===== src/verilog/nav_capture_pkg.sv =====
package nav_capture_pkg;

   // Register byte offsets.
   localparam logic [11:0] TRACKED_SAMPLE_COUNTER_OFS   = 12'h020;
   localparam logic [11:0] NAV_CAPTURE_CONFIG_OFS       = 12'h024;
   localparam logic [11:0] HANDOVER_COUNTDOWN_START_OFS = 12'h028;

   // Configuration field positions.
   localparam int CFG_ENABLE_BIT  = 0;
   localparam int CFG_FORMAT_LSB  = 1;
   localparam int CFG_WIDE_BIT    = 3;
   localparam int CFG_INVERT_BIT  = 4;
   localparam int CFG_TRACK_BIT   = 5;
   localparam int CFG_USED_BITS   = 6;

   localparam logic [31:0] REG_RESET = 32'h0000_0000;

   // Storage formats.
   localparam logic [1:0] FMT_UNPACKED = 2'h0;
   localparam logic [1:0] FMT_PACKED   = 2'h1;
   localparam logic [1:0] FMT_SUPER    = 2'h2;

   // Sample is sign plus one or three magnitude bits.
   localparam logic [2:0] SAMPLE_BITS_NARROW = 3'h2;
   localparam logic [2:0] SAMPLE_BITS_WIDE   = 3'h4;
   localparam logic [5:0] SLOT_UNPACKED      = 6'h08;
   localparam logic [5:0] SLOT_PACKED        = 6'h04;
   localparam logic [5:0] WORD_BITS          = 6'h20;

   typedef enum logic [2:0] {
      ST_ACQUIRE = 3'b001,
      ST_DRAIN   = 3'b010,
      ST_TRACK   = 3'b100
   } track_state_t;

endpackage : nav_capture_pkg


===== src/verilog/nav_link_sampler.sv =====
`timescale 1ns/1ps
module nav_link_sampler (
   input  wire logic pclk,
   input  wire logic presetn,
   input  wire logic nav_clk,
   input  wire logic nav_data,
   input  wire logic invert,
   output logic      bit_valid_q,
   output logic      bit_data_q
);
   logic clk_s1_q;
   logic clk_s2_q;
   logic dat_s1_q;
   logic dat_s2_q;
   logic clk_prev_q;
   wire  clk_pol = clk_s2_q ^ invert;
   wire  clk_rise = clk_pol & ~clk_prev_q;

   always_ff @(posedge pclk or negedge presetn) begin
      if (!presetn) begin
         clk_s1_q    <= 1'b0;
         clk_s2_q    <= 1'b0;
         dat_s1_q    <= 1'b0;
         dat_s2_q    <= 1'b0;
         clk_prev_q  <= 1'b0;
         bit_valid_q <= 1'b0;
         bit_data_q  <= 1'b0;
      end else begin
         clk_s1_q    <= nav_clk;
         clk_s2_q    <= clk_s1_q;
         dat_s1_q    <= nav_data;
         dat_s2_q    <= dat_s1_q;
         clk_prev_q  <= clk_pol;
         bit_valid_q <= clk_rise;
         bit_data_q  <= dat_s2_q;
      end
   end
endmodule : nav_link_sampler


===== src/verilog/nav_sample_capture.sv =====
// Added by the designer: the APB register port.
`timescale 1ns/1ps
// How it works
// - When enabled, navigation samples are written to the receive FIFO port.
// - While enabled, the serial peripheral receive path is blocked from the FIFO.
// - Config bit 0 enables capture; cleared, nothing is stored.
// - Config bits 2-1 choose unpacked, packed or super packed storage.
// - Config bit 3 selects one or three magnitude bits per sample.
// - Config bit 4 inverts the navigation sample clock.
// - Config bit 5 selects acquisition or requests tracking.
// - A 32-bit register holds the countdown start value.
// - After a tracking request, storing continues until the countdown reaches zero.
// - Tracking with zero countdown counts samples instead of storing them.
// - Counted samples are discarded and never reach the FIFO.
// - The sample counter clears when counting starts.
// - Clearing the tracking request freezes the sample counter.
// - Clearing the tracking request resumes storing samples.
// - Leaving tracking reloads the countdown from its start value.
// - The read-only counter register reports the tracked sample count.
module nav_sample_capture
   import nav_capture_pkg::*;
(
   input  wire logic        pclk,
   input  wire logic        presetn,
   input  wire logic        psel,
   input  wire logic        penable,
   input  wire logic        pwrite,
   input  wire logic [11:0] paddr,
   input  wire logic [31:0] pwdata,
   output logic             pready,
   output logic [31:0]      prdata,
   output logic             pslverr,
   input  wire logic        nav_clk,
   input  wire logic        nav_data,
   output logic             fifo_wr_valid,
   output logic [31:0]      fifo_wr_data,
   output logic             spi_rx_blocked
);

   ////////////////////////////////////////////////////////////////////////////////
   // Helpers.

   function automatic logic [5:0] slot_bits(input logic [1:0] fmt, input logic [2:0] sbits);
      case (fmt)
         FMT_PACKED: slot_bits = SLOT_PACKED;
         FMT_SUPER:  slot_bits = {3'h0, sbits};
         default:    slot_bits = SLOT_UNPACKED;
      endcase
   endfunction : slot_bits

   ////////////////////////////////////////////////////////////////////////////////
   // Register bus.

   logic [CFG_USED_BITS-1:0] cfg_q;
   logic [31:0]              start_q;
   logic [31:0]              counter_q;
   logic [31:0]              counter_d;
   logic [31:0]              countdown_q;
   logic [31:0]              countdown_d;
   logic                     pready_q;
   logic [31:0]              prdata_q;
   logic                     pslverr_q;

   wire access    = psel & penable & ~pready_q;
   // Writes land only at the edge where the master samples pready high.
   wire done      = psel & penable & pready_q;
   wire hit_cnt   = (paddr == TRACKED_SAMPLE_COUNTER_OFS);
   wire hit_cfg   = (paddr == NAV_CAPTURE_CONFIG_OFS);
   wire hit_start = (paddr == HANDOVER_COUNTDOWN_START_OFS);
   wire mapped    = hit_cnt | hit_cfg | hit_start;
   wire wr_cfg    = done & pwrite & hit_cfg;
   wire wr_start  = done & pwrite & hit_start;
   wire [31:0] rd_mux = hit_cnt ? counter_q :
                        hit_cfg ? {{(32-CFG_USED_BITS){1'b0}}, cfg_q} :
                        hit_start ? start_q : REG_RESET;

   wire       cfg_en    = cfg_q[CFG_ENABLE_BIT];
   wire [1:0] cfg_fmt   = cfg_q[CFG_FORMAT_LSB +: 2];
   wire       cfg_wide  = cfg_q[CFG_WIDE_BIT];
   wire       cfg_inv   = cfg_q[CFG_INVERT_BIT];
   wire       track_req = cfg_q[CFG_TRACK_BIT];

   // One wait state: the answer is registered in the first access cycle.
   always_ff @(posedge pclk or negedge presetn) begin
      if (!presetn) begin
         cfg_q     <= CFG_USED_BITS'(REG_RESET);
         start_q   <= REG_RESET;
         pready_q  <= 1'b0;
         prdata_q  <= REG_RESET;
         pslverr_q <= 1'b0;
      end else begin
         if (wr_cfg)   cfg_q   <= pwdata[CFG_USED_BITS-1:0];
         if (wr_start) start_q <= pwdata;
         pready_q  <= access;
         prdata_q  <= (access & ~pwrite) ? rd_mux : REG_RESET;
         pslverr_q <= access & ~mapped;
      end
   end

   assign pready  = pready_q;
   assign prdata  = prdata_q;
   assign pslverr = pslverr_q;

   ////////////////////////////////////////////////////////////////////////////////
   // Serial link and sample assembly.

   logic bit_v;
   logic bit_d;

   nav_link_sampler u_sampler (
      .pclk        (pclk),
      .presetn     (presetn),
      .nav_clk     (nav_clk),
      .nav_data    (nav_data),
      .invert      (cfg_inv),
      .bit_valid_q (bit_v),
      .bit_data_q  (bit_d)
   );

   logic [2:0] sbit_cnt_q;
   logic [3:0] sample_sr_q;
   wire  [2:0] sbits      = cfg_wide ? SAMPLE_BITS_WIDE : SAMPLE_BITS_NARROW;
   wire        take_bit   = bit_v & cfg_en;
   wire        samp_done  = take_bit & (sbit_cnt_q == sbits - 3'h1);
   wire  [3:0] sample_now = {sample_sr_q[2:0], bit_d};
   wire  [3:0] sample_msk = cfg_wide ? sample_now : {2'h0, sample_now[1:0]};

   always_ff @(posedge pclk or negedge presetn) begin
      if (!presetn) begin
         sbit_cnt_q  <= 3'h0;
         sample_sr_q <= 4'h0;
      end else if (!cfg_en) begin
         sbit_cnt_q  <= 3'h0;
      end else if (take_bit) begin
         sample_sr_q <= sample_now;
         sbit_cnt_q  <= samp_done ? 3'h0 : sbit_cnt_q + 3'h1;
      end
   end

   ////////////////////////////////////////////////////////////////////////////////
   // Acquisition and tracking control.

   track_state_t st_q;
   track_state_t st_d;

   wire counting = (st_q == ST_TRACK);
   wire store    = samp_done & ~counting;

   always_comb begin
      st_d        = st_q;
      countdown_d = countdown_q;
      counter_d   = counter_q;
      case (st_q)
         ST_ACQUIRE: begin
            countdown_d = start_q;
            if (track_req) begin
               st_d = (start_q == REG_RESET) ? ST_TRACK : ST_DRAIN;
               if (start_q == REG_RESET) counter_d = REG_RESET;
            end
         end
         ST_DRAIN: begin
            if (!track_req) begin
               st_d = ST_ACQUIRE;
            end else if (samp_done) begin
               countdown_d = countdown_q - 32'h1;
               if (countdown_q == 32'h1) begin
                  st_d      = ST_TRACK;
                  counter_d = REG_RESET;
               end
            end
         end
         ST_TRACK: begin
            if (!track_req) st_d = ST_ACQUIRE;
            else if (samp_done) counter_d = counter_q + 32'h1;
         end
         default: st_d = ST_ACQUIRE;
      endcase
   end

   always_ff @(posedge pclk or negedge presetn) begin
      if (!presetn) begin
         st_q        <= ST_ACQUIRE;
         countdown_q <= REG_RESET;
         counter_q   <= REG_RESET;
      end else begin
         st_q        <= st_d;
         countdown_q <= countdown_d;
         counter_q   <= counter_d;
      end
   end

   ////////////////////////////////////////////////////////////////////////////////
   // Word packing toward the receive FIFO.

   // A format change mid-word is not realigned; software flushes the FIFO then.
   logic [31:0] word_q;
   logic [5:0]  pos_q;
   logic        wr_valid_q;
   logic [31:0] wr_data_q;
   logic        rx_blk_q;
   wire  [5:0]  slot      = slot_bits(cfg_fmt, sbits);
   wire  [31:0] word_ins  = word_q | ({28'h0, sample_msk} << pos_q);
   wire         word_full = (pos_q + slot) == WORD_BITS;

   always_ff @(posedge pclk or negedge presetn) begin
      if (!presetn) begin
         word_q     <= REG_RESET;
         pos_q      <= 6'h0;
         wr_valid_q <= 1'b0;
         wr_data_q  <= REG_RESET;
         rx_blk_q   <= 1'b0;
      end else begin
         rx_blk_q   <= cfg_en;
         wr_valid_q <= store & word_full;
         if (store & word_full) wr_data_q <= word_ins;
         if (!cfg_en) begin
            word_q <= REG_RESET;
            pos_q  <= 6'h0;
         end else if (store) begin
            word_q <= word_full ? REG_RESET : word_ins;
            pos_q  <= word_full ? 6'h0 : pos_q + slot;
         end
      end
   end

   assign fifo_wr_valid  = wr_valid_q;
   assign fifo_wr_data   = wr_data_q;
   assign spi_rx_blocked = rx_blk_q;

   ////////////////////////////////////////////////////////////////////////////////
   // Checks.

   property p_no_store_when_off;
      @(posedge pclk) disable iff (!presetn) !cfg_en |=> !fifo_wr_valid;
   endproperty
   a_no_store_when_off: assert property (p_no_store_when_off) else $error("store while disabled");

   property p_rx_blocked;
      @(posedge pclk) disable iff (!presetn) cfg_en |=> spi_rx_blocked;
   endproperty
   a_rx_blocked: assert property (p_rx_blocked) else $error("rx path not blocked");

   property p_track_discards;
      @(posedge pclk) disable iff (!presetn) (counting && samp_done) |=> !fifo_wr_valid;
   endproperty
   a_track_discards: assert property (p_track_discards) else $error("tracked sample stored");

   property p_track_counts;
      @(posedge pclk) disable iff (!presetn)
         (counting && track_req && samp_done) |=> counter_q == $past(counter_q) + 32'h1;
   endproperty
   a_track_counts: assert property (p_track_counts) else $error("counter not incremented");

   property p_clear_on_start;
      @(posedge pclk) disable iff (!presetn) (st_q != ST_TRACK) ##1 (st_q == ST_TRACK) |-> counter_q == 32'h0;
   endproperty
   a_clear_on_start: assert property (p_clear_on_start) else $error("counter not cleared");

   property p_freeze;
      @(posedge pclk) disable iff (!presetn) (!counting) ##1 (!counting) |-> $stable(counter_q);
   endproperty
   a_freeze: assert property (p_freeze) else $error("counter moved outside tracking");

   property p_drain_decrements;
      @(posedge pclk) disable iff (!presetn)
         (st_q == ST_DRAIN && track_req && samp_done) |=> countdown_q == $past(countdown_q) - 32'h1;
   endproperty
   a_drain_decrements: assert property (p_drain_decrements) else $error("countdown not decremented");

   property p_exit_reload;
      @(posedge pclk) disable iff (!presetn)
         (counting && !track_req) |=> (st_q == ST_ACQUIRE) ##1 countdown_q == $past(start_q);
   endproperty
   a_exit_reload: assert property (p_exit_reload) else $error("countdown not reloaded");

   property p_apb_answer;
      @(posedge pclk) disable iff (!presetn) (psel && penable && !pready) |=> pready;
   endproperty
   a_apb_answer: assert property (p_apb_answer) else $error("bus answer late");

   property p_rx_released;
      @(posedge pclk) disable iff (!presetn) !cfg_en |=> !spi_rx_blocked;
   endproperty
   a_rx_released: assert property (p_rx_released) else $error("rx path still blocked");

   property p_ack_single;
      @(posedge pclk) disable iff (!presetn) pready |=> !pready;
   endproperty
   a_ack_single: assert property (p_ack_single) else $error("bus answer held too long");

   property p_acquire_reload;
      @(posedge pclk) disable iff (!presetn)
         (st_q == ST_ACQUIRE) |=> countdown_q == $past(start_q);
   endproperty
   a_acquire_reload: assert property (p_acquire_reload) else $error("countdown not reloaded");

   c_enter_track: cover property (@(posedge pclk) disable iff (!presetn) st_q == ST_DRAIN ##1 st_q == ST_TRACK);
   c_word_out:    cover property (@(posedge pclk) disable iff (!presetn) fifo_wr_valid);
   c_leave_track: cover property (@(posedge pclk) disable iff (!presetn) st_q == ST_TRACK ##1 st_q == ST_ACQUIRE);
   c_direct_track: cover property (@(posedge pclk) disable iff (!presetn) st_q == ST_ACQUIRE ##1 st_q == ST_TRACK);

endmodule : nav_sample_capture

===== config.mk =====
export PLATFORM = sky130hd
export DESIGN_NAME = nav_sample_capture
export DESIGN_NICKNAME = d
export VERILOG_FILES = /design/src/verilog/nav_capture_pkg.sv /design/src/verilog/nav_link_sampler.sv /design/src/verilog/nav_sample_capture.sv
export SDC_FILE = /design/constraint.sdc
export NUM_CORES = 1
export LEC_CHECK = 0
export ABC_AREA = 1
export BUFFER_PORTS_ARGS = -buffer_cell sky130_fd_sc_hd__buf_4
export CAP_MARGIN = 40
export CORE_ASPECT_RATIO = 0.9
export CORE_MARGIN = 2
export CORE_UTILIZATION = 50
export DETAILED_ROUTE_END_ITERATION = 10
export HOLD_SLACK_MARGIN = 0.05
export PLACE_DENSITY = 0.79
export SYNTH_ARGS = -nofsm -noshare
export SYNTH_HDL_FRONTEND = slang
export SYNTH_HIERARCHICAL = 1
export SYNTH_SLANG_ARGS = --single-unit

===== constraint.sdc =====
create_clock -name pclk -period 2.8 [get_ports pclk]
set_input_delay 0 -clock pclk [delete_from_list [all_inputs] [get_ports pclk]]
set_output_delay 0 -clock pclk [all_outputs]
set_load 0.01 [all_outputs]

==> out/metrics.yaml, run 1 <==
power_and_ir_drop:
  finalPower_uw: 8270
  leakagePower_uw: 0.00672
  vdd.ir_drop.worst_uv: 464
  powerDensity_nw_per_um2: 584
route:
  dr.pass1.iters: 6
  viasPerCell: 5.38
  wl_per_cell_um: 16.1
  wl_mm: 32.0
  num_vias: 10719
  antenna_left: 0
  drc: 0
  drt_iter0_drc: 1196
sta:
  fin_crit_sh: 0.937
  rsz0062_at_grt: "no"
  drv_slew: 0
  fin_crit_ns: 2.62
  relSlewSlack: 0.507
  finalClockSkew_ns: 0.0294
  fmax_ghz: 0.381
  tns_ns: 0
  tightest_slew_ns: 0.740
  setup_viol: 0
  final_hold_viol_count: 0
  timing.hold.ws_ns: 0.0967
worst_setup_path:
  required_ns: 3.23
  arrival_ns: 3.05
  critPathMaxFanout: 32
  cp-start-kind: "flip-flop"
  setup.worst_path.class: "reg2reg"
  cp-end-kind: "flip-flop"
yosys:
  syn_area_per_cell_um2: 7.74
  syn-num-nets: 1578
  ys_types: 41
  ys_ff_latch: 223
  synth.area.top_cells: "dfrtp_1 (47%), nand2_1 (15%), nor2_1 (6.1%), inv_1 (3.7%), a21oi_1 (3.5%)"
  postSynthCellCount: 1517
  synth_top_area_share: 0.473
  post_synth_instance_area_um2: 11700
  synth_largest_area_cell: "dfrtp_1"
  yosys_warnings: 6
  ys_seq_area_frac: 0.476
global_routing:
  antenna_found_initial: 0
  grt_max_degree: 95
  grt_pass1_vias: 10048
  grt_usage: 0.263
  grt_pass1_wl_mm: 52.0
  overflow: 0
flow_run:
  maxCapViolations: 0
place:
  gp_congestion: 0.972
  port_buffers: 118
  hpwl_mm: 22.4
  place_area_um2: 12900
clock_tree:
  cts-root-buf: "clkbuf_16"
  path_clk_slew_ns: 0.06
  clk_latency_ns: 0.53
  tritoncts.num_buffers: 24
  cts_tree: "yes"
  clock-sinks: 223
  htree_num_levels: 1
  cts_buffer_depth: 3
status:
  outcome: "finished, final reports clean"
layout:
  fin_area_um2: 14200
  syn2layout_area_growth_pct: 20.7
  layout.nets: 1736
  antennaDiodeCount: 0
  drive_above_1_share: 0.148
  fillers: 2017
  post-route-util: 0.610
floorplan:
  rows: 53
  initial_core_util: 0.506
  die-height_um: 149
  die-area_um2: 24700
  boundaryPins: 119
  die_width_um: 165
  coreArea_um2: 23200
worst_hold_path:
  hold_path.class: "in2async"
[final timing paths]
path,start,depth (start not counted),endpoint,slack (ns)
max reg2reg,cfg_q[2]$_DFFE_PN0P_,13,word_q[5]$_DFFE_PN0P_,0.18
max in group asynchronous,presetn,3,fifo_wr_data[3]$_DFFE_PN0P_,1.86
min reg2reg,u_sampler/dat_s2_q$_DFF_PN0_,0,u_sampler/bit_data_q$_DFF_PN0_,0.35
min,presetn,2,start_q[10]$_DFFE_PN0P_,0.1
min in group pclk,paddr[8],8,prdata[4]$_DFF_PN0_,0.12
max,cfg_q[2]$_DFFE_PN0P_,13,word_q[5]$_DFFE_PN0P_,0.18
[layer usage]
layer / vias to the layer above / track usage / wire (um)
met5: - / 0 / 0
met4: 0 / 0.0698 / 743
met3: 55 / 0.0406 / 2200
met2: 400 / 0.390 / 13900
met1: 5064 / 0.403 / 15200
li1: 5200 / - / -
[cells in the final DEF (no fill, tap or decap), types with 4 or more instances in the layout]
master / n
a21boi_0: 7
a21oi_1: 82
buf_12: 4
buf_4: 138
clkbuf_1: 8
clkbuf_16: 24
clkbuf_8: 4
dfrtp_1: 222
dlygate4sd3_1: 44
ha_1: 9
inv_1: 117
inv_2: 11
mux2_1: 8
mux2_2: 18
nand2_1: 456
nand2_2: 5
nand3_1: 75
nand4_1: 16
nor2_1: 191
nor2_2: 13
nor2_4: 5
nor3_1: 23
o211ai_1: 8
o21ai_0: 71
o21ai_1: 35
o21bai_1: 18
o22ai_1: 14
or2_2: 6
xnor2_1: 10
xor2_1: 15
[synthesized netlist by cell type (all sizes together)]
| cell type | n |
|---|---|
| dfrtp | 222 |
| o22ai | 14 |
| fa | 1 |
| xor2 | 15 |
| o2bb2ai | 1 |
| xnor2 | 10 |
| clkbuf | 18 |
| dfstp | 1 |
| nor3 | 23 |
| nand4 | 16 |
| clkinv | 1 |
| a32oi | 1 |
| a21o | 1 |
| nor2 | 209 |
| a21boi | 10 |
| o211ai | 8 |
| o21ai | 108 |
| o221ai | 1 |
| a21oi | 83 |
| buf | 38 |
| ha | 9 |
| a31oi | 3 |
| nand3 | 81 |
| or2 | 6 |
| o21bai | 18 |
| nand2 | 464 |
| inv | 129 |
| mux2 | 26 |
[state kept, by name (all words and copies together), names as in the netlist, 3 cells and up]
register	count
sample_sr_q	3
pos_q	5
countdown_q	32
word_q	32
prdata	32
start_q	32
fifo_wr_data	32
counter_q	32
st_q	3
sbit_cnt_q	3
cfg_q	6
[repair_timing]
action / in CTS / in global routing
buffers inserted: 0 / 5
hold buffers: 45 / 0
setup endpoints to repair: 0 / 95
hold endpoints to repair: 136 / 0
gates resized for setup: 0 / 8
[final cells by class]
type / count / area, um^2 / share of cell area
Tap cell: 302 / 378 / 0.0267
Timing Repair Buffer: 188 / 1580 / 0.112
Inverter: 130 / 495 / 0.0350
Clock buffer: 36 / 686 / 0.0484
Multi-Input combinational cell: 1108 / 5360 / 0.379
Clock inverter: 6 / 73.8 / 0.00521
Sequential cell: 223 / 5580 / 0.394
[worst max-delay path: stages, from the launching register on]
cell,delay [ns]
dfrtp_1,0.42
ha_1,0.33
a21oi_2,0.16
inv_1,0.08
fa_1,0.40
inv_1,0.06
nand2_1,0.06
a21oi_1,0.16
xor2_1,0.22
nor2_2,0.08
nand2_1,0.08
nand2_1,0.09
buf_12,0.18
a21boi_0,0.18
[cells by family (layout without fill, tap and decap cells)]
kind of cell / after synthesis / count (layout) / share of synthesized area
and+or+nand+nor: 799 / 799 / 0.284
AOI/OAI and AO/OA: 248 / 248 / 0.117
adders and majority gates: 10 / 10 / 0.0113
DFF: 223 / 223 / 0.476
xor gates and xnor gates: 25 / 25 / 0.0187
muxes: 26 / 26 / 0.0249
buffers and inverters: 186 / 360 / 0.0689
[power breakdown]
part	switching (uW)	total (uW)	internal [uW]
Combinational	1240	1790	552
Sequential	94.9	3400	3300
Clock	1290	3070	1780
[through the flow]
stage          cells  setup slack [ns]
3_3_place_gp    1902             0.222
5_1_grt         1993           0.00434
3_5_place_dp    1902            0.0837
2_1_floorplan   1517             0.423
4_1_cts         1989            0.0700
6_report        1993             0.176
Note: power is estimated with default switching activity, not from simulation.
==> run 2, diff against run 1 <==
--- a/config.mk
+++ b/config.mk
@@ -8,12 +8,14 @@
 export ABC_AREA = 1
 export BUFFER_PORTS_ARGS = -buffer_cell sky130_fd_sc_hd__buf_4
 export CAP_MARGIN = 40
+export CELL_PAD_IN_SITES_DETAIL_PLACEMENT = 1
+export CELL_PAD_IN_SITES_GLOBAL_PLACEMENT = 2
 export CORE_ASPECT_RATIO = 0.9
 export CORE_MARGIN = 2
-export CORE_UTILIZATION = 50
+export CORE_UTILIZATION = 35
 export DETAILED_ROUTE_END_ITERATION = 10
 export HOLD_SLACK_MARGIN = 0.05
-export PLACE_DENSITY = 0.79
+export PLACE_DENSITY = 0.9
 export SYNTH_ARGS = -nofsm -noshare
 export SYNTH_HDL_FRONTEND = slang
 export SYNTH_HIERARCHICAL = 1
==> run 2 against run 1 <==
Combinational power rose by 8%; cell area up 3.1%; fmax fell by 1.1%; sequential share of layout area down 1.2 points; core utilization down 17 points; die area rose by 42%; clock power up 15%; register-to-register slack got worse by 0.03 ns; largest power group is now clock; first-iteration DRC count decreased by 44%; non-clock buffer count increased by 5.
==> out/metrics.yaml, run 2 (synthesis gave the netlist of run 1 again) <==
sta:
  tns_ns: 0  # unchanged
  finalClockSkew_ns: 0.0159  # was 0.0294 ns
  relSlewSlack: 0.570  # was 0.507
  final_hold_viol_count: 0  # unchanged
  drv_slew: 0  # unchanged
  fin_crit_ns: 2.65  # was 2.62 ns
  setup_viol: 0  # unchanged
  fin_crit_sh: 0.948  # was 0.937
  tightest_slew_ns: 0.642  # was 0.740 ns
  fmax_ghz: 0.377  # was 0.381 GHz
layout:
  layout_commonest_cell: "nand2_1"  # unchanged
  post-route-util: 0.443  # was 0.610
  fillers: 4008  # was 2017
  instances_no_fill: 2124  # was 1993
  antennaDiodeCount: 0  # unchanged
  multi_input_area_um2: 5390  # was 5360 um^2
  drive_above_1_share: 0.160  # was 0.148
  fin_area_um2: 14600  # was 14200 um^2
  final_cell_mix: "nand2_1 (453), dfrtp_1 (222), nor2_1 (190)"  # was nand2_1 (456), dfrtp_1 (222), nor2_1 (191)
  syn2layout_area_growth_pct: 24.4  # was 20.7%
  layout.nets: 1743  # was 1736
  seqCellArea_um2: 5580  # unchanged
route:
  viasPerCell: 5.18  # was 5.38
  wl_per_cell_um: 18.9  # was 16.1 um
  num_vias: 10993  # was 10719
  drt_iter0_drc: 664  # was 1196
  drc: 0  # unchanged
  wl_mm: 40.1  # was 32.0 mm
  antenna_left: 0  # unchanged
  dr.pass1.iters: 5  # was 6
worst_setup_path:
  required_ns: 3.22  # was 3.23 ns
  arrival_ns: 3.08  # was 3.05 ns
  cp-start-kind: "flip-flop"  # unchanged
  setup.worst_path.class: "reg2reg"  # unchanged
  critPathMaxFanout: 10  # was 32
  cp-end-kind: "flip-flop"  # unchanged
flow_run:
  maxCapViolations: 0  # unchanged
global_routing:
  overflow: 0  # unchanged
  grt_max_degree: 73  # was 95
  grt_pass1_vias: 11395  # was 10048
  grt_usage: 0.228  # was 0.263
  antenna_found_initial: 0  # unchanged
  grt_pass1_wl_mm: 63.1  # was 52.0 mm
place:
  hpwl_mm: 28.5  # was 22.4 mm
  port_buffers: 118  # unchanged
  place_area_um2: 13100  # was 12900 um^2
  gp_congestion: 0.894  # was 0.972
  place_inst: 2026  # was 1902
power_and_ir_drop:
  clkPwrFrac: 0.398  # was 0.372
  vdd.ir_drop.worst_uv: 411  # was 464 uV
  p_sw_uw: 2850  # was 2620 uW
  finalPower_uw: 8860  # was 8270 uW
  p_seq_frac: 0.384  # was 0.411
  combPwrFrac: 0.217  # about the same
  power_switching_share: 0.321  # was 0.318
  powerDensity_nw_per_um2: 607  # was 584 nW/um^2
  leakagePower_uw: 0.00686  # was 0.00672 uW
  p_int_uw: 6010  # was 5640 uW
floorplan:
  boundaryPins: 119  # unchanged
  initial_core_util: 0.356  # was 0.506
  die-height_um: 178  # was 149 um
  die_width_um: 197  # was 165 um
  die-area_um2: 35000  # was 24700 um^2
  coreArea_um2: 32900  # was 23200 um^2
  rows: 63  # was 53
clock_tree:
  tritoncts.num_buffers: 26  # was 24
  cts_buffer_depth: 3  # unchanged
  clk_latency_ns: 0.55  # was 0.53 ns
  htree_num_levels: 1  # unchanged
  cts_tree: "yes"  # unchanged
  path_clk_slew_ns: 0.06  # about the same
  cts-root-buf: "clkbuf_16"  # unchanged
  clock-sinks: 223  # unchanged
worst_hold_path:
  hold_path.class: "in2reg"  # was in2async
status:
  outcome: "finished, final reports clean"  # unchanged
run 2: cell types whose count changed in the layout (fill, tap and decap cells not counted), moves of 3 or more:
cell,change
clkbuf_16,+7
clkinv_2,+6
buf_4,-4
a21boi_0,-3
a21boi_1,+3
buf_12,+3
nand2_1,-3
run 2: metal layers:
layer	wire (um)	vias up	global-route usage	share of wire
li1	-	5204	-	-
met1	18900	5439	0.318	0.47
met2	18400	290	0.375	0.46
met3	1810	60	0.0296	0.045
met4	1010	0	0.0598	0.025
met5	0	-	0	0
run 2: critical path: stages (launching register included):
cell,delay (ns)
dfrtp_1,0.39
inv_1,0.07
ha_2,0.18
inv_1,0.05
nor2_2,0.08
ha_2,0.18
inv_1,0.05
fa_2,0.35
inv_2,0.06
nand2_2,0.05
a21oi_2,0.15
xor2_1,0.10
nor2_2,0.20
nand3_4,0.23
buf_6,0.23
nand2_1,0.08
nand2_1,0.06
run 2: power groups by stage:
stage	registers, uW	clock network (uW)	logic [uW]
2_1_floorplan	3430	0	1330
3_3_place_gp	3460	0	1810
3_5_place_dp	3460	0	1860
4_1_cts	3400	3610	1930
5_1_grt	3410	3730	2140
6_report	3400	3530	1930
run 2: final timing paths:
kind / startpoint / end / slack (ns) / cells past startpoint
worst max-delay path: cfg_q[1]$_DFFE_PN0P_ / fifo_wr_data[5]$_DFFE_PN0P_ / 0.15 / 16
worst min-delay path: paddr[4] / prdata[1]$_DFF_PN0_ / 0.11 / 7
worst max register to register: cfg_q[1]$_DFFE_PN0P_ / fifo_wr_data[5]$_DFFE_PN0P_ / 0.15 / 16
worst min register to register: u_sampler/clk_s1_q$_DFF_PN0_ / u_sampler/clk_s2_q$_DFF_PN0_ / 0.36 / 0
max in group asynchronous: presetn / fifo_wr_data[12]$_DFFE_PN0P_ / 1.20 / 4
min in group asynchronous: presetn / countdown_q[2]$_DFFE_PN0P_ / 0.55 / 3
run 2: final cells by class:
class,count,share of cell area
well taps,422,0.0362
clock buffers,36,0.0506
repair buffers,193,0.119
clock inverters,12,0.00943
multi-input cells,1108,0.369
inverters,130,0.0339
flip-flops and latches,223,0.382
run 2: repair_timing:
action,in CTS,in global routing
endpoints found under the hold margin,191,0
setup buffers,0,0
endpoints found under the setup margin,3,53
hold buffers,44,0
pin swaps,0,3
gates cloned,0,6
gates resized for setup,1,21
run 2: stage by stage:
step	worst slack, ns	hold slack (ns)
after floorplan	0.423	-0.296
after global placement	0.180	0.00592
after detailed placement	0.0272	0.0135
after CTS	0.0853	0.0985
after global routing	-0.0345	0.121
final	0.146	0.113
==> run 3, diff against run 2 <==
--- a/config.mk
+++ b/config.mk
@@ -12,10 +12,10 @@
 export CELL_PAD_IN_SITES_GLOBAL_PLACEMENT = 2
 export CORE_ASPECT_RATIO = 0.9
 export CORE_MARGIN = 2
-export CORE_UTILIZATION = 35
+export CORE_UTILIZATION = 32
 export DETAILED_ROUTE_END_ITERATION = 10
 export HOLD_SLACK_MARGIN = 0.05
-export PLACE_DENSITY = 0.9
+export PLACE_DENSITY = 0.87
 export SYNTH_ARGS = -nofsm -noshare
 export SYNTH_HDL_FRONTEND = slang
 export SYNTH_HIERARCHICAL = 1
==> constraint.sdc (replaced) <==
create_clock -name pclk -period 2.4 [get_ports pclk]
set_input_delay 0 -clock pclk [delete_from_list [all_inputs] [get_ports pclk]]
set_output_delay 0 -clock pclk [all_outputs]
set_load 0.01 [all_outputs]
==> run 3 against run 2 <==
Via count rose by 0.68%; core utilization is 2.2 points lower; the flow now finishes with violations (negative setup slack); highest routed layer unchanged; flip-flop and latch count stayed put.
==> out/metrics.yaml, run 3 (synthesis gave the netlist of run 1 again) <==
status:
  outcome: "finished with violations"  # was finished, final reports clean
  violations: "negative setup slack"
worst_setup_path:
  setup.worst_path.class: "reg2reg"  # unchanged
  critPathTopFamily: "buffers and inverters"  # was adder cells
  cpPeakStageDelay_ns: 0.40  # was 0.39 ns
  cp-start-kind: "flip-flop"  # unchanged
  required_ns: 2.81  # was 3.22 ns
  critPathBufInv: 5  # unchanged
  cp-end-kind: "flip-flop"  # unchanged
  critPathMaxFanout: 7  # was 10
  cp_common_cell: "buf_4"  # was inv_1
  worst_path_max_delay_cell: "dfrtp_1"  # unchanged
  arrival_ns: 2.93  # was 3.08 ns
  crit_chain: "buf_4, ha_4, inv_2, a21oi_4, buf_4, ha_1, a21oi_2, o21ai_2, xor2_2, nand3_4, buf_12, clkbuf_16, nand2_2, nand2_1"  # was inv_1, ha_2, inv_1, nor2_2, ha_2, inv_1, fa_2, inv_2, nand2_2, a21oi_2, xor2_1, nor2_2, nand3_4, buf_6, nand2_1, nand2_1
sta:
  relSlewSlack: 0.522  # was 0.570
  final_hold_viol_count: 0  # unchanged
  tightest_slew_ns: 0.716  # was 0.642 ns
  fin_crit_sh: 1.05  # was 0.948
  fmax_ghz: 0.398  # was 0.377 GHz
  finalClockSkew_ns: 0.0271  # was 0.0159 ns
  fin_crit_ns: 2.51  # was 2.65 ns
  rsz0062_at_grt: "yes"
  worst_slack_ns: -0.113  # was 0.146 ns
  drv_slew: 0  # unchanged
  setup_viol: 64  # was 0
layout:
  post-route-util: 0.422  # was 0.443
  layout_commonest_cell: "nand2_1"  # unchanged
  fillers: 4377  # was 4008
  instances_no_fill: 2209  # was 2124
  final_cell_mix: "nand2_1 (426), dfrtp_1 (222), nor2_1 (190)"  # was nand2_1 (453), dfrtp_1 (222), nor2_1 (190)
  antennaDiodeCount: 0  # unchanged
  drive_above_1_share: 0.220  # was 0.160
  syn2layout_area_growth_pct: 29.9  # was 24.4%
  layout.nets: 1778  # was 1743
global_routing:
  grt_max_degree: 84  # was 73
  antenna_found_initial: 0  # unchanged
  grt_usage: 0.214  # was 0.228
  grt_pass1_wl_mm: 64.2  # was 63.1 mm
  overflow: 0  # unchanged
  grt_pass1_vias: 11504  # was 11395
route:
  wl_mm: 41.0  # was 40.1 mm
  antenna_left: 0  # unchanged
  wl_per_cell_um: 18.5  # was 18.9 um
  viasPerCell: 5.01  # was 5.18
  dr.pass1.iters: 5  # unchanged
  num_vias: 11068  # was 10993
  drc: 0  # unchanged
  drt_iter0_drc: 550  # was 664
power_and_ir_drop:
  combPwrFrac: 0.218  # was 0.217
  p_sw_uw: 3260  # was 2850 uW
  leakagePower_uw: 0.00709  # was 0.00686 uW
  vdd.ir_drop.worst_uv: 438  # was 411 uV
  p_int_uw: 6960  # was 6010 uW
  powerDensity_nw_per_um2: 670  # was 607 nW/um^2
  p_seq_frac: 0.387  # was 0.384
  clkPwrFrac: 0.395  # was 0.398
  power_switching_share: 0.319  # was 0.321
floorplan:
  coreArea_um2: 36200  # was 32900 um^2
  die_width_um: 206  # was 197 um
  die-area_um2: 38200  # was 35000 um^2
  die-height_um: 186  # was 178 um
  boundaryPins: 119  # unchanged
  initial_core_util: 0.324  # was 0.356
  rows: 66  # was 63
clock_tree:
  tritoncts.num_buffers: 25  # was 26
  htree_num_levels: 1  # unchanged
  clk_latency_ns: 0.54  # was 0.55 ns
  clock-sinks: 223  # unchanged
  path_clk_slew_ns: 0.07  # was 0.06 ns
  cts-root-buf: "clkbuf_16"  # unchanged
  cts_tree: "yes"  # unchanged
  cts_buffer_depth: 3  # unchanged
place:
  gp_congestion: 0.855  # was 0.894
  dp_slack_ns: -0.318  # was 0.0272 ns
  place_inst: 2112  # was 2026
  port_buffers: 118  # unchanged
  hpwl_mm: 28.8  # was 28.5 mm
flow_run:
  maxCapViolations: 0  # unchanged
worst_hold_path:
  hold_path.class: "in2async"  # was in2reg
[run 3: metrics by stage]
stage	setup TNS, ns	total power (uW)	hold WS [ns]	area [um^2]
finish	-4.39	10200	0.0582	15200
global placement	-7.06	6140	0.0530	13400
global route	-12.03	10700	0.115	15200
detailed placement	-16.24	6190	0.0625	13400
CTS	-6.94	10300	0.0638	14900
floorplan	0	5550	-0.296	11700
[run 3: final cells by class]
class	instances	area, um^2	area share
clock buffer	37	731	0.0479
inverter	130	495	0.0325
clock inverter	6	108	0.00706
sequential	223	5580	0.366
timing repair buffer	229	2030	0.133
tap	476	596	0.0391
multi-input combinational	1108	5700	0.374
[run 3: power groups by stage]
stage                     clock network [uW]  logic, uW  registers, uW
after floorplan                            0       1550           4000
after global placement                     0       2120           4020
after detailed placement                   0       2170           4020
after CTS                               4110       2230           3960
after global routing                    4260       2480           3970
final                                   4030       2230           3960
[run 3: final timing paths]
check,start,endpoint,slack [ns],cells past startpoint
max in group asynchronous,presetn,prdata[26]$_DFF_PN0_,1.54,3
worst max register to register,cfg_q[1]$_DFFE_PN0P_,fifo_wr_data[13]$_DFFE_PN0P_,-0.11,14
min in group pclk,pwrite,prdata[4]$_DFF_PN0_,0.07,6
worst min register to register,u_sampler/dat_s1_q$_DFF_PN0_,u_sampler/dat_s2_q$_DFF_PN0_,0.35,0
worst max-delay path,cfg_q[1]$_DFFE_PN0P_,fifo_wr_data[13]$_DFFE_PN0P_,-0.11,14
worst min-delay path,presetn,fifo_wr_data[15]$_DFFE_PN0P_,0.06,2
[run 3: repair_timing]
item	in CTS	in global routing
resized for setup	33	89
hold buffers	42	0
endpoints found under the hold margin	240	0
endpoints found under the setup margin	66	66
pin swaps	8	15
buffers inserted	7	1
cloned	3	3
[run 3: metal layers]
metal	up-vias	global-route usage	wire (um)
li1	5280	-	-
met1	5518	0.284	18500
met2	215	0.373	20100
met3	55	0.0252	1350
met4	0	0.0509	1050
met5	-	0	0
